**src/verilog/ptr_pkg.sv**
```systemverilog
// Shared constants for the pressure threshold register block and its host
package ptr_pkg;

  // ****************************************
  // Register addresses
  // ****************************************
  localparam int           AW              = 7;
  localparam logic [6:0]   A_EVT_CFG       = 7'h0b;
  localparam logic [6:0]   A_THS_LO        = 7'h0c;
  localparam logic [6:0]   A_THS_HI        = 7'h0d;
  localparam logic [6:0]   A_IDENT         = 7'h0f;
  localparam logic [6:0]   A_CTRL1         = 7'h10;
  localparam logic [6:0]   A_CTRL2         = 7'h11;
  localparam logic [6:0]   A_CTRL3         = 7'h12;
  localparam logic [6:0]   A_QCFG          = 7'h14;
  localparam logic [6:0]   A_REF_LO        = 7'h15;
  localparam logic [6:0]   A_REF_MID       = 7'h16;
  localparam logic [6:0]   A_REF_HI        = 7'h17;
  localparam logic [6:0]   A_TRIM_LO       = 7'h18;
  localparam logic [6:0]   A_TRIM_HI       = 7'h19;
  localparam logic [6:0]   A_RESCFG        = 7'h1a;
  localparam logic [6:0]   A_EVT_SRC       = 7'h25;
  localparam logic [6:0]   A_QSTATE        = 7'h26;
  localparam logic [6:0]   A_STATUS        = 7'h27;
  localparam logic [6:0]   A_PRES_LO       = 7'h28;
  localparam logic [6:0]   A_PRES_MID      = 7'h29;
  localparam logic [6:0]   A_PRES_HI       = 7'h2a;
  localparam logic [6:0]   A_TEMP_LO       = 7'h2b;
  localparam logic [6:0]   A_TEMP_HI       = 7'h2c;
  localparam logic [6:0]   A_FILT_CLR      = 7'h33;

  // ****************************************
  // Reset values and field positions
  // ****************************************
  localparam logic [7:0]   RST_ZERO        = 8'h00;
  localparam logic [7:0]   RST_CTRL2       = 8'h10;
  localparam int           B_RCO_MODE      = 7;
  localparam int           B_RCO_CLEAR     = 6;
  localparam int           B_ZO_CAPTURE    = 5;
  localparam int           B_ZO_CLEAR      = 4;
  localparam int           B_IRQ_EN        = 3;
  localparam int           B_LATCH         = 2;
  localparam int           B_LOW_EN        = 1;
  localparam int           B_HIGH_EN       = 0;
  localparam int           E_HIGH          = 0;
  localparam int           E_LOW           = 1;
  localparam int           E_ACTIVE        = 2;
  localparam int           S_P_NEW         = 0;
  localparam int           S_T_NEW         = 1;
  localparam int           TRIM_SHIFT      = 8;
  localparam int           THS_SHIFT       = 8;

  // ****************************************
  // Host register map
  // ****************************************
  localparam int           HAW             = 4;
  localparam logic [3:0]   H_CMD           = 4'h0;
  localparam logic [3:0]   H_RESULT        = 4'h4;
  localparam logic [3:0]   H_STAT          = 4'h8;
  localparam logic [3:0]   H_MASK          = 4'hc;
  localparam int           C_DATA_LSB      = 0;
  localparam int           C_ADDR_LSB      = 8;
  localparam int           C_WRITE         = 16;
  localparam int           R_BUSY          = 8;
  localparam int           SB_DONE         = 0;
  localparam int           SB_REFUSED      = 1;
  localparam int           SB_EVENT        = 2;
  localparam int           STAT_W          = 3;

  // ****************************************
  // Map membership
  // ****************************************
  function automatic logic addr_writable(input logic [6:0] a);
    return (a >= A_EVT_CFG && a <= A_THS_HI) || (a >= A_CTRL1 && a <= A_CTRL3) ||
           (a >= A_QCFG && a <= A_RESCFG);
  endfunction

  function automatic logic addr_listed(input logic [6:0] a);
    return addr_writable(a) || a == A_IDENT || (a >= A_EVT_SRC && a <= A_TEMP_HI) ||
           a == A_FILT_CLR;
  endfunction

endpackage

```
**src/verilog/ptr_link_if.sv**
```systemverilog
// Register access link between host controller and threshold register block
`timescale 1ns/100ps
`default_nettype none
interface ptr_link_if;
  logic       req;
  logic       we;
  logic [6:0] addr;
  logic [7:0] wdata;
  logic [7:0] rdata;
  logic       ack;
  logic       event_irq;

  modport device(input req, input we, input addr, input wdata,
                 output rdata, output ack, output event_irq);
  modport host(output req, output we, output addr, output wdata,
               input rdata, input ack, input event_irq);
endinterface
`default_nettype wire

```
**src/verilog/ptr_device.sv**
```systemverilog
// Pressure threshold register block: register map, reference capture, threshold events
// Notes on behaviour
// - Registers are 8-bit, selected by 7-bit address
// - Host never writes reserved address ranges
// - Host never touches unlisted addresses
// - Calibration reloads at power-up; host leaves it
// - Threshold interrupt enable gates event generation
// - Latch bit holds requests in event source
// - Low enable flags pressure below negative threshold
// - High enable flags pressure above threshold
// - Enabling interrupt needs high or low enable and threshold
// - Capture modes compare measured minus reference
// - Zero capture stores reference, subtracts it everywhere
// - Zero capture bit clears after next conversion
// - Zero clear restores normal, clears reference
// - Offset mode stores reference, result minus trim*256
// - Offset mode bit self-clears; clear restores normal
// - Threshold is unsigned 16-bit, hPa times 16
// - Threshold low byte below high byte address
//
// Design decision made here: the AHB-Lite register port.
`timescale 1ns/100ps
`default_nettype none
module ptr_device
  import ptr_pkg::*;
#(
  parameter logic [7:0] IDENT = 8'h5a  // Arbitrary identity value
) (
  input  wire logic        mclk_in,
  input  wire logic        rst_n_in,
  ptr_link_if.device       link,
  input  wire logic        conv_done_in,
  input  wire logic [23:0] meas_pressure_in,
  input  wire logic [15:0] meas_temp_in,
  input  wire logic [15:0] calib_in,
  output logic             boot_done_out,
  output logic [23:0]      pressure_result_out
);
  // ****************************************
  // Link decode
  // ****************************************
  logic        acc, wr, rd;
  assign acc = link.req & ~link.ack;
  assign wr  = acc & link.we & addr_writable(link.addr);
  assign rd  = acc & ~link.we;
  logic [7:0]  evt_cfg;
  logic [15:0] pressure_threshold;
  logic [15:0] pressure_offset_trim;
  logic [23:0] ref_p;
  logic [7:0]  ctrl1;
  logic [7:0]  ctrl2;
  logic [7:0]  ctrl3;
  logic [7:0]  qcfg;
  logic [7:0]  rescfg;
  logic [2:0]  event_src;
  logic [1:0]  status;
  logic [15:0] temp_q;
  logic [15:0] calib;
  logic        zero_active;
  logic        ripf_active;
  // ****************************************
  // Boot load of calibration
  // ****************************************
  always_ff @(posedge mclk_in or negedge rst_n_in) begin
    if (!rst_n_in) begin
      boot_done_out <= 1'b0;
      calib         <= '0;
    end else if (!boot_done_out) begin
      calib         <= calib_in;
      boot_done_out <= 1'b1;
    end
  end
  logic conv;
  assign conv = conv_done_in & boot_done_out;
  // ****************************************
  // Pressure arithmetic
  // ****************************************
  logic [23:0] meas;
  logic [23:0] next_ref;
  logic [23:0] next_result;
  logic [23:0] diff;
  logic [24:0] ths_counts;
  logic        hi_evt;
  logic        lo_evt;
  logic        cap_zero;
  logic        cap_ripf;

  assign meas     = meas_pressure_in + {{8{calib[15]}}, calib};
  assign cap_zero = conv & evt_cfg[B_ZO_CAPTURE];
  assign cap_ripf = conv & evt_cfg[B_RCO_MODE];
  assign next_ref = (cap_zero | cap_ripf) ? meas : ref_p;
  always_comb begin
    if (zero_active | cap_zero) begin
      next_result = meas - next_ref;
    end else if (ripf_active | cap_ripf) begin
      next_result = meas - {pressure_offset_trim, {TRIM_SHIFT{1'b0}}};
    end else begin
      next_result = meas;
    end
  end
  assign diff       = (zero_active | cap_zero | ripf_active | cap_ripf) ? meas - next_ref : meas;
  assign ths_counts = {1'b0, pressure_threshold, {THS_SHIFT{1'b0}}};
  assign hi_evt     = evt_cfg[B_HIGH_EN] &
                      ($signed({diff[23], diff}) > $signed(ths_counts));
  assign lo_evt     = evt_cfg[B_LOW_EN] &
                      ($signed({diff[23], diff}) < -$signed(ths_counts));
  // ****************************************
  // Event configuration and capture modes
  // ****************************************
  always_ff @(posedge mclk_in or negedge rst_n_in) begin
    if (!rst_n_in) begin
      evt_cfg     <= RST_ZERO;
      zero_active <= 1'b0;
      ripf_active <= 1'b0;
    end else begin
      if (wr && link.addr == A_EVT_CFG) begin
        evt_cfg <= link.wdata & ~(8'(1) << B_ZO_CLEAR) & ~(8'(1) << B_RCO_CLEAR);
      end else begin
        if (cap_zero) begin
          evt_cfg[B_ZO_CAPTURE] <= 1'b0;
        end
        if (cap_ripf) begin
          evt_cfg[B_RCO_MODE] <= 1'b0;
        end
      end
      if (cap_zero) begin
        zero_active <= 1'b1;
      end
      if (cap_ripf) begin
        ripf_active <= 1'b1;
      end
      if (wr && link.addr == A_EVT_CFG && link.wdata[B_ZO_CLEAR]) begin
        zero_active <= 1'b0;
      end
      if (wr && link.addr == A_EVT_CFG && link.wdata[B_RCO_CLEAR]) begin
        ripf_active <= 1'b0;
      end
    end
  end
  // ****************************************
  // Reference register
  // ****************************************
  always_ff @(posedge mclk_in or negedge rst_n_in) begin
    if (!rst_n_in) begin
      ref_p <= '0;
    end else if (wr && link.addr == A_EVT_CFG && link.wdata[B_ZO_CLEAR]) begin
      ref_p <= '0;
    end else if (cap_zero | cap_ripf) begin
      ref_p <= next_ref;
    end else if (wr && link.addr == A_REF_LO) begin
      ref_p[7:0] <= link.wdata;
    end else if (wr && link.addr == A_REF_MID) begin
      ref_p[15:8] <= link.wdata;
    end else if (wr && link.addr == A_REF_HI) begin
      ref_p[23:16] <= link.wdata;
    end
  end
  // ****************************************
  // Plain read/write registers
  // ****************************************
  always_ff @(posedge mclk_in or negedge rst_n_in) begin
    if (!rst_n_in) begin
      pressure_threshold   <= '0;
      pressure_offset_trim <= '0;
      ctrl1                <= RST_ZERO;
      ctrl2                <= RST_CTRL2;
      ctrl3                <= RST_ZERO;
      qcfg                 <= RST_ZERO;
      rescfg               <= RST_ZERO;
    end else if (wr) begin
      unique case (link.addr)
        A_THS_LO:  pressure_threshold[7:0]    <= link.wdata;
        A_THS_HI:  pressure_threshold[15:8]   <= link.wdata;
        A_TRIM_LO: pressure_offset_trim[7:0]  <= link.wdata;
        A_TRIM_HI: pressure_offset_trim[15:8] <= link.wdata;
        A_CTRL1:   ctrl1                      <= link.wdata;
        A_CTRL2:   ctrl2                      <= link.wdata;
        A_CTRL3:   ctrl3                      <= link.wdata;
        A_QCFG:    qcfg                       <= link.wdata;
        A_RESCFG:  rescfg                     <= link.wdata;
        default:   ;
      endcase
    end
  end
  // ****************************************
  // Results and event source
  // ****************************************
  logic src_clr;
  assign src_clr = rd && link.addr == A_EVT_SRC;
  always_ff @(posedge mclk_in or negedge rst_n_in) begin
    if (!rst_n_in) begin
      pressure_result_out <= '0;
      temp_q              <= '0;
    end else if (conv) begin
      pressure_result_out <= next_result;
      temp_q              <= meas_temp_in;
    end
  end
  always_ff @(posedge mclk_in or negedge rst_n_in) begin
    if (!rst_n_in) begin
      event_src <= '0;
    end else if (conv && evt_cfg[B_IRQ_EN]) begin
      if (evt_cfg[B_LATCH]) begin
        event_src[E_HIGH] <= event_src[E_HIGH] | hi_evt;
        event_src[E_LOW]  <= event_src[E_LOW] | lo_evt;
      end else begin
        event_src[E_HIGH] <= hi_evt;
        event_src[E_LOW]  <= lo_evt;
      end
    end else if (src_clr && evt_cfg[B_LATCH]) begin
      event_src <= '0;
    end else if (!evt_cfg[B_IRQ_EN]) begin
      event_src <= '0;
    end
  end
  assign link.event_irq = evt_cfg[B_IRQ_EN] & (event_src[E_HIGH] | event_src[E_LOW]);
  always_ff @(posedge mclk_in or negedge rst_n_in) begin
    if (!rst_n_in) begin
      status <= '0;
    end else if (conv) begin
      status <= 2'b11;
    end else begin
      if (rd && link.addr == A_PRES_HI) begin
        status[S_P_NEW] <= 1'b0;
      end
      if (rd && link.addr == A_TEMP_HI) begin
        status[S_T_NEW] <= 1'b0;
      end
    end
  end
  // ****************************************
  // Read answer
  // ****************************************
  logic [7:0] rmux;
  always_comb begin
    unique case (link.addr)
      A_EVT_CFG:  rmux = evt_cfg;
      A_THS_LO:   rmux = pressure_threshold[7:0];
      A_THS_HI:   rmux = pressure_threshold[15:8];
      A_IDENT:    rmux = IDENT;
      A_CTRL1:    rmux = ctrl1;
      A_CTRL2:    rmux = ctrl2;
      A_CTRL3:    rmux = ctrl3;
      A_QCFG:     rmux = qcfg;
      A_REF_LO:   rmux = ref_p[7:0];
      A_REF_MID:  rmux = ref_p[15:8];
      A_REF_HI:   rmux = ref_p[23:16];
      A_TRIM_LO:  rmux = pressure_offset_trim[7:0];
      A_TRIM_HI:  rmux = pressure_offset_trim[15:8];
      A_RESCFG:   rmux = rescfg;
      A_EVT_SRC:  rmux = {5'h00, link.event_irq, event_src[E_LOW], event_src[E_HIGH]};
      A_STATUS:   rmux = {6'h00, status};
      A_PRES_LO:  rmux = pressure_result_out[7:0];
      A_PRES_MID: rmux = pressure_result_out[15:8];
      A_PRES_HI:  rmux = pressure_result_out[23:16];
      A_TEMP_LO:  rmux = temp_q[7:0];
      A_TEMP_HI:  rmux = temp_q[15:8];
      default:    rmux = RST_ZERO;
    endcase
  end
  always_ff @(posedge mclk_in or negedge rst_n_in) begin
    if (!rst_n_in) begin
      link.ack   <= 1'b0;
      link.rdata <= '0;
    end else begin
      link.ack <= acc;
      if (rd) begin
        link.rdata <= rmux;
      end
    end
  end

endmodule // ptr_device
`default_nettype wire

```
**src/flat_wrapper.sv**
```systemverilog
// flat-port wrapper written by rule: the top's interface ports become plain ports
module ptr_device_flat import ptr_pkg::*;
#(
  parameter logic [7:0] IDENT = 8'h5a                             
)
  (mclk_in, rst_n_in, conv_done_in, meas_pressure_in, meas_temp_in, calib_in, boot_done_out, pressure_result_out, link_req, link_we, link_addr, link_wdata, link_rdata, link_ack, link_event_irq);
  ptr_link_if link_i ();
  input  wire logic mclk_in;
  input  wire logic rst_n_in;
  input  wire logic conv_done_in;
  input  wire logic [23:0] meas_pressure_in;
  input  wire logic [15:0] meas_temp_in;
  input  wire logic [15:0] calib_in;
  output logic boot_done_out;
  output logic [23:0] pressure_result_out;
  input wire logic [$bits(link_i.req)-1:0] link_req;
  input wire logic [$bits(link_i.we)-1:0] link_we;
  input wire logic [$bits(link_i.addr)-1:0] link_addr;
  input wire logic [$bits(link_i.wdata)-1:0] link_wdata;
  output wire logic [$bits(link_i.rdata)-1:0] link_rdata;
  output wire logic [$bits(link_i.ack)-1:0] link_ack;
  output wire logic [$bits(link_i.event_irq)-1:0] link_event_irq;
  assign link_i.req = link_req;
  assign link_i.we = link_we;
  assign link_i.addr = link_addr;
  assign link_i.wdata = link_wdata;
  assign link_rdata = link_i.rdata;
  assign link_ack = link_i.ack;
  assign link_event_irq = link_i.event_irq;
  ptr_device #(.IDENT(IDENT)) u_core (.mclk_in(mclk_in), .rst_n_in(rst_n_in), .link(link_i), .conv_done_in(conv_done_in), .meas_pressure_in(meas_pressure_in), .meas_temp_in(meas_temp_in), .calib_in(calib_in), .boot_done_out(boot_done_out), .pressure_result_out(pressure_result_out));
endmodule
```
**config.mk**
```make
export PLATFORM = sky130hd
export DESIGN_NAME = ptr_device_flat
export DESIGN_NICKNAME = d
export VERILOG_FILES = /design/src/verilog/ptr_pkg.sv /design/src/verilog/ptr_link_if.sv /design/src/verilog/ptr_device.sv /design/src/flat_wrapper.sv
export SDC_FILE = /design/constraint.sdc
export NUM_CORES = 1
export LEC_CHECK = 0
export ABC_AREA = 1
export BUFFER_PORTS_ARGS = -buffer_cell sky130_fd_sc_hd__buf_2
export CAP_MARGIN = 40
export CORE_ASPECT_RATIO = 0.8
export CORE_MARGIN = 2
export CORE_UTILIZATION = 40
export CTS_CLUSTER_SIZE = 28
export DETAILED_ROUTE_END_ITERATION = 8
export PLACE_DENSITY = 0.57
export SYNTH_ARGS = -nofsm -noshare
export SYNTH_HDL_FRONTEND = slang
export SYNTH_SLANG_ARGS = --single-unit
```
**constraint.sdc**
```tcl
create_clock -name mclk_in -period 5.87 [get_ports mclk_in]
set_input_delay 0.587 -clock mclk_in [delete_from_list [all_inputs] [get_ports mclk_in]]
set_output_delay 0.587 -clock mclk_in [all_outputs]
set_load 0.02 [all_outputs]
```
==> Implementation_results.wiki <==
{| class="wikitable"
! Metric !! Value
|-
| Hold Vio Cnt, Final || 0
|-
| Crit-path max cell delay || 0.39 ns
|-
| Final Wtd Congestion || 0.988
|-
| Count of synthesis-stage warnings from yosys || 0
|-
| Synth Net Count || 1,960
|-
| DR vias || 13,000
|-
| Antenna diode count || 0
|-
| Worst hold path class || input port to asynchronous set/reset pin
|-
| Area enclosed by the die boundary || 33,600 sq um
|-
| Post-synthesis cell type count || 62
|-
| Startpoint kind of the worst setup timing path || register
|-
| Clk_skew || 0.0130 ns
|-
| Global Route met3 Usage || 0.0953
|-
| Top flip-flop cell by instance count after synthesis || dfrtp_1
|-
| Wire length of the first global-routing pass || 72.7 mm
|-
| Count of routing violations after the opening detailed-route iteration || 1,439
|-
| Final period demand of the worst path || 5.45 ns
|-
| Number of endpoints failing setup at the final stage || 0
|-
| Proportion of synthesized flip-flops having asynchronous set or reset || 1.00
|-
| GR Util met2 || 0.408
|-
| Max-capacitance violation count || 0
|-
| Overall track demand over capacity in global routing || 0.294
|-
| Leading cell types by total area after synthesis || dfrtp_1 34%, nand2_1 14%, ha_1 8.7%, o21ai_0 7.3%, inv_1 7.1%
|-
| Worst-case headroom to the max-slew limit || 0.345
|-
| Antenna violation net count after detailed routing || 0
|-
| Mean area per synthesized cell || 7.18 sq um
|-
| DRC violations left || 0
|-
| Die span in x || 205 microns
|-
| Critical register-to-register path endpoint || u_core.event_src[0]
|-
| Number of global-route vias before repair || 11,900
|-
| First-pass DRT Iterations || 8
|-
| Global-route layer with the greatest usage || met1
|-
| Net count of the finished layout || 2,097
|-
| Sequential share of the synthesized area || 0.338
|-
| Outcome || complete, no violations
|-
| Clk Latency, worst-skew pair || 0.46 ns
|-
| Top library cells by usage in the layout, fill and taps aside || 465 x nand2_1, 243 x inv_1, 187 x o21ai_0
|-
| Library cell with the largest summed area after synthesis || dfrtp_1
|-
| Fraction of layout instances using a drive strength above 1 || 0.145
|-
| Count of state elements after synthesis || 174
|-
| Logic depth of the worst register-to-register path || 34
|-
| Synthesized cell area || 12,900 sq um
|-
| Register-to-Register Setup Slack || 0.42 ns
|-
| Worst-path fanout max || 6
|-
| Cell type with the highest occurrence count on the critical path || nand2_1
|-
| Clock tree from TritonCTS || yes
|-
| Post-synth EDFFs || 0
|-
| Crit path capture type || register
|-
| Slew Viols, Final || 0
|-
| Slew at the pin closest to its max-slew limit || 0.980 ns
|-
| Clk root buf || clkbuf_16
|-
| Post-route non-filler standard cell count || 2,362
|-
| Routed via count divided by cell count || 5.50
|-
| Leakage Power || 7.43 nW
|-
| Cell count after synthesis || 1,792
|-
| Peak VDD IR || 0.000196 V
|-
| Final hold slack || 0.0540 ns
|-
| Critical path data arrival time || 5.84 ns
|-
| Power density cells || 291 nW/um^2
|-
| Post-route clock period utilization || 0.928
|-
| Chip height || 164 microns
|-
| Clock buffers created by TritonCTS || 17
|-
| Worst-path clk slew || 0.07 ns
|-
| Mean routed wirelength per cell || 20.6 microns
|-
| Share of the synthesized area in the top cell type || 0.336
|-
| Slowest cell on the critical path || dfrtp_1
|-
| Setup TNS Final || 0 ns
|-
| GR Overflow Total || 0
|-
| Clock buffer depth || 2
|-
| Crit path setup slack, layout || 0.422 ns
|-
| Commonest non-fill, non-tap cell in the layout || nand2_1
|-
| Maximum clock rate || 0.184 GHz
|-
| Count of filler cells inserted in the layout || 3,308
|-
| Met1 Use GR || 0.431
|-
| Number of H-tree levels || 4
|-
| Clock net sink count || 174
|-
| Type of the worst setup path || register to register
|-
| Critical register-to-register path startpoint || u_core.calib[2]
|-
| Count of port buffers added during placement || 110
|-
| Sum of routed wire length over all layers || 48.8 mm
|-
| Area growth, synth to finish || 15.1%
|-
| Pre-CTS WS || 0.195 ns
|-
| Pin count of the biggest net entering global routing || 133
|-
| Required arrival time at the worst endpoint || 6.26 ns
|-
| Cell Count Post-Placement || 2,321
|-
| Post-detail-place hpwl || 38.2 mm
|-
| Initial antenna violation count || 0
|-
| Number of top-level design ports || 111
|-
| Initial Utilization || 0.408
|-
| Core box area || 31,600 sq um
|-
| Num rows || 58
|}
-- worst max path at each step --
| stage | to | slack [ns] | start |
|---|---|---|---|
| CTS | u_core.event_src[1] | 0.49 | u_core.calib[2] |
| floorplan | u_core.event_src[1] | 0.75 | u_core.boot_done_out |
| finish | u_core.event_src[0] | 0.42 | u_core.calib[2] |
| detailed placement | u_core.event_src[1] | 0.19 | meas_pressure_in[2] |
| global route | u_core.event_src[1] | -0.002 | u_core.calib[15] |
| global placement | u_core.event_src[1] | 0.28 | meas_pressure_in[0] |
-- flip-flops by register name, indices dropped and copies added (netlist names) --
name                         cells
u_core.ref_p                    24
u_core.link.rdata                8
u_core.zero_active               1
u_core.evt_cfg                   6
u_core.rescfg                    8
u_core.pressure_result_out      24
u_core.ctrl1                     8
u_core.status                    2
u_core.ctrl2                     8
u_core.ripf_active               1
u_core.boot_done_out             1
u_core.qcfg                      8
u_core.calib                    16
u_core.link.ack                  1
u_core.event_src                 2
u_core.temp_q                   16
u_core.pressure_offset_trim     16
u_core.pressure_threshold       16
u_core.ctrl3                     8
-- what timing repair did --
action / CTS / global route
hold buffers: 0 / 0
hold endpoints to repair: 0 / 0
setup endpoints to repair: 0 / 2
buffers inserted: 0 / 8
resized for setup: 0 / 15
-- worst max-delay path: cells and delay by family (launching register included) --
family	cells	cell delay, ns
DFF	1	0.39
buffers and inverters	2	0.27
xor gates and xnor gates	2	0.45
and+or+nand+nor	14	1.44
AOI/OAI and AO/OA	13	1.89
adders and majority gates	3	0.94
-- power by group --
group | internal (mW) | switching (mW)
clock network | 0.645 | 0.572
registers | 1.29 | 0.0931
logic | 0.607 | 1.12
total | 2.54 | 1.78
-- per-layer routing --
layer	vias to the layer above	wire length [microns]	share of wire
met4	2	1260	0.026
met3	65	5030	0.10
li1	6227	-	-
met2	538	19600	0.40
met1	6169	22800	0.47
met5	-	59	0.0012
-- metrics by stage --
step,util,power (mW),instance area (sq um)
after global routing,0.469,4.58,14800
after detailed placement,0.446,3.05,14100
after CTS,0.465,4.27,14700
final,0.469,4.32,14800
after floorplan,-,2.47,12900
after global placement,0.445,3.04,14000
-- Yosys cell counts (3+ instances only) --
cell type	number
a221oi_1	15
o21bai_1	11
nand3_2	4
inv_2	9
xnor2_1	12
nor2_1	123
nor4_1	6
mux2_2	16
nor3_1	18
a22o_1	6
nand3b_1	4
o2111ai_1	6
clkinv_1	3
nand2_4	6
nand2_2	17
o22ai_1	14
o21ai_2	6
a21o_1	6
dfrtp_1	173
xor2_1	36
o31ai_1	3
o32ai_1	3
inv_1	243
a211oi_1	4
nand4_1	36
o211ai_1	5
nor2_2	3
clkbuf_1	32
a21oi_1	83
o21ai_1	12
nand3_1	77
a2111oi_0	5
ha_1	90
nand2_1	465
o21ai_0	189
a31oi_1	7
or2_2	11
-- layout make-up --
cell class                      instances  area [sq um]  area share
Clock buffer                           18           429      0.0290
Timing Repair Buffer                  154           890      0.0600
Sequential cell                       174          4360       0.294
Multi-Input combinational cell       1325          7470       0.504
Tap cell                              420           526      0.0355
Clock inverter                         14           181      0.0122
Inverter                              257           970      0.0654
-- cell families after synthesis --
family                   count (synthesis)  share of synthesized area
buffers and inverters                  293                     0.0863
AND/OR/NAND/NOR                        777                      0.259
XOR/XNOR                                48                     0.0327
multiplexers                            16                     0.0140
other                                    1                   0.000291
adder cells (fa/ha/maj)                 92                     0.0906
flip-flops                             174                      0.338
AO/OA/AOI/OAI                          391                      0.178
(Power assumes the default switching activity.)
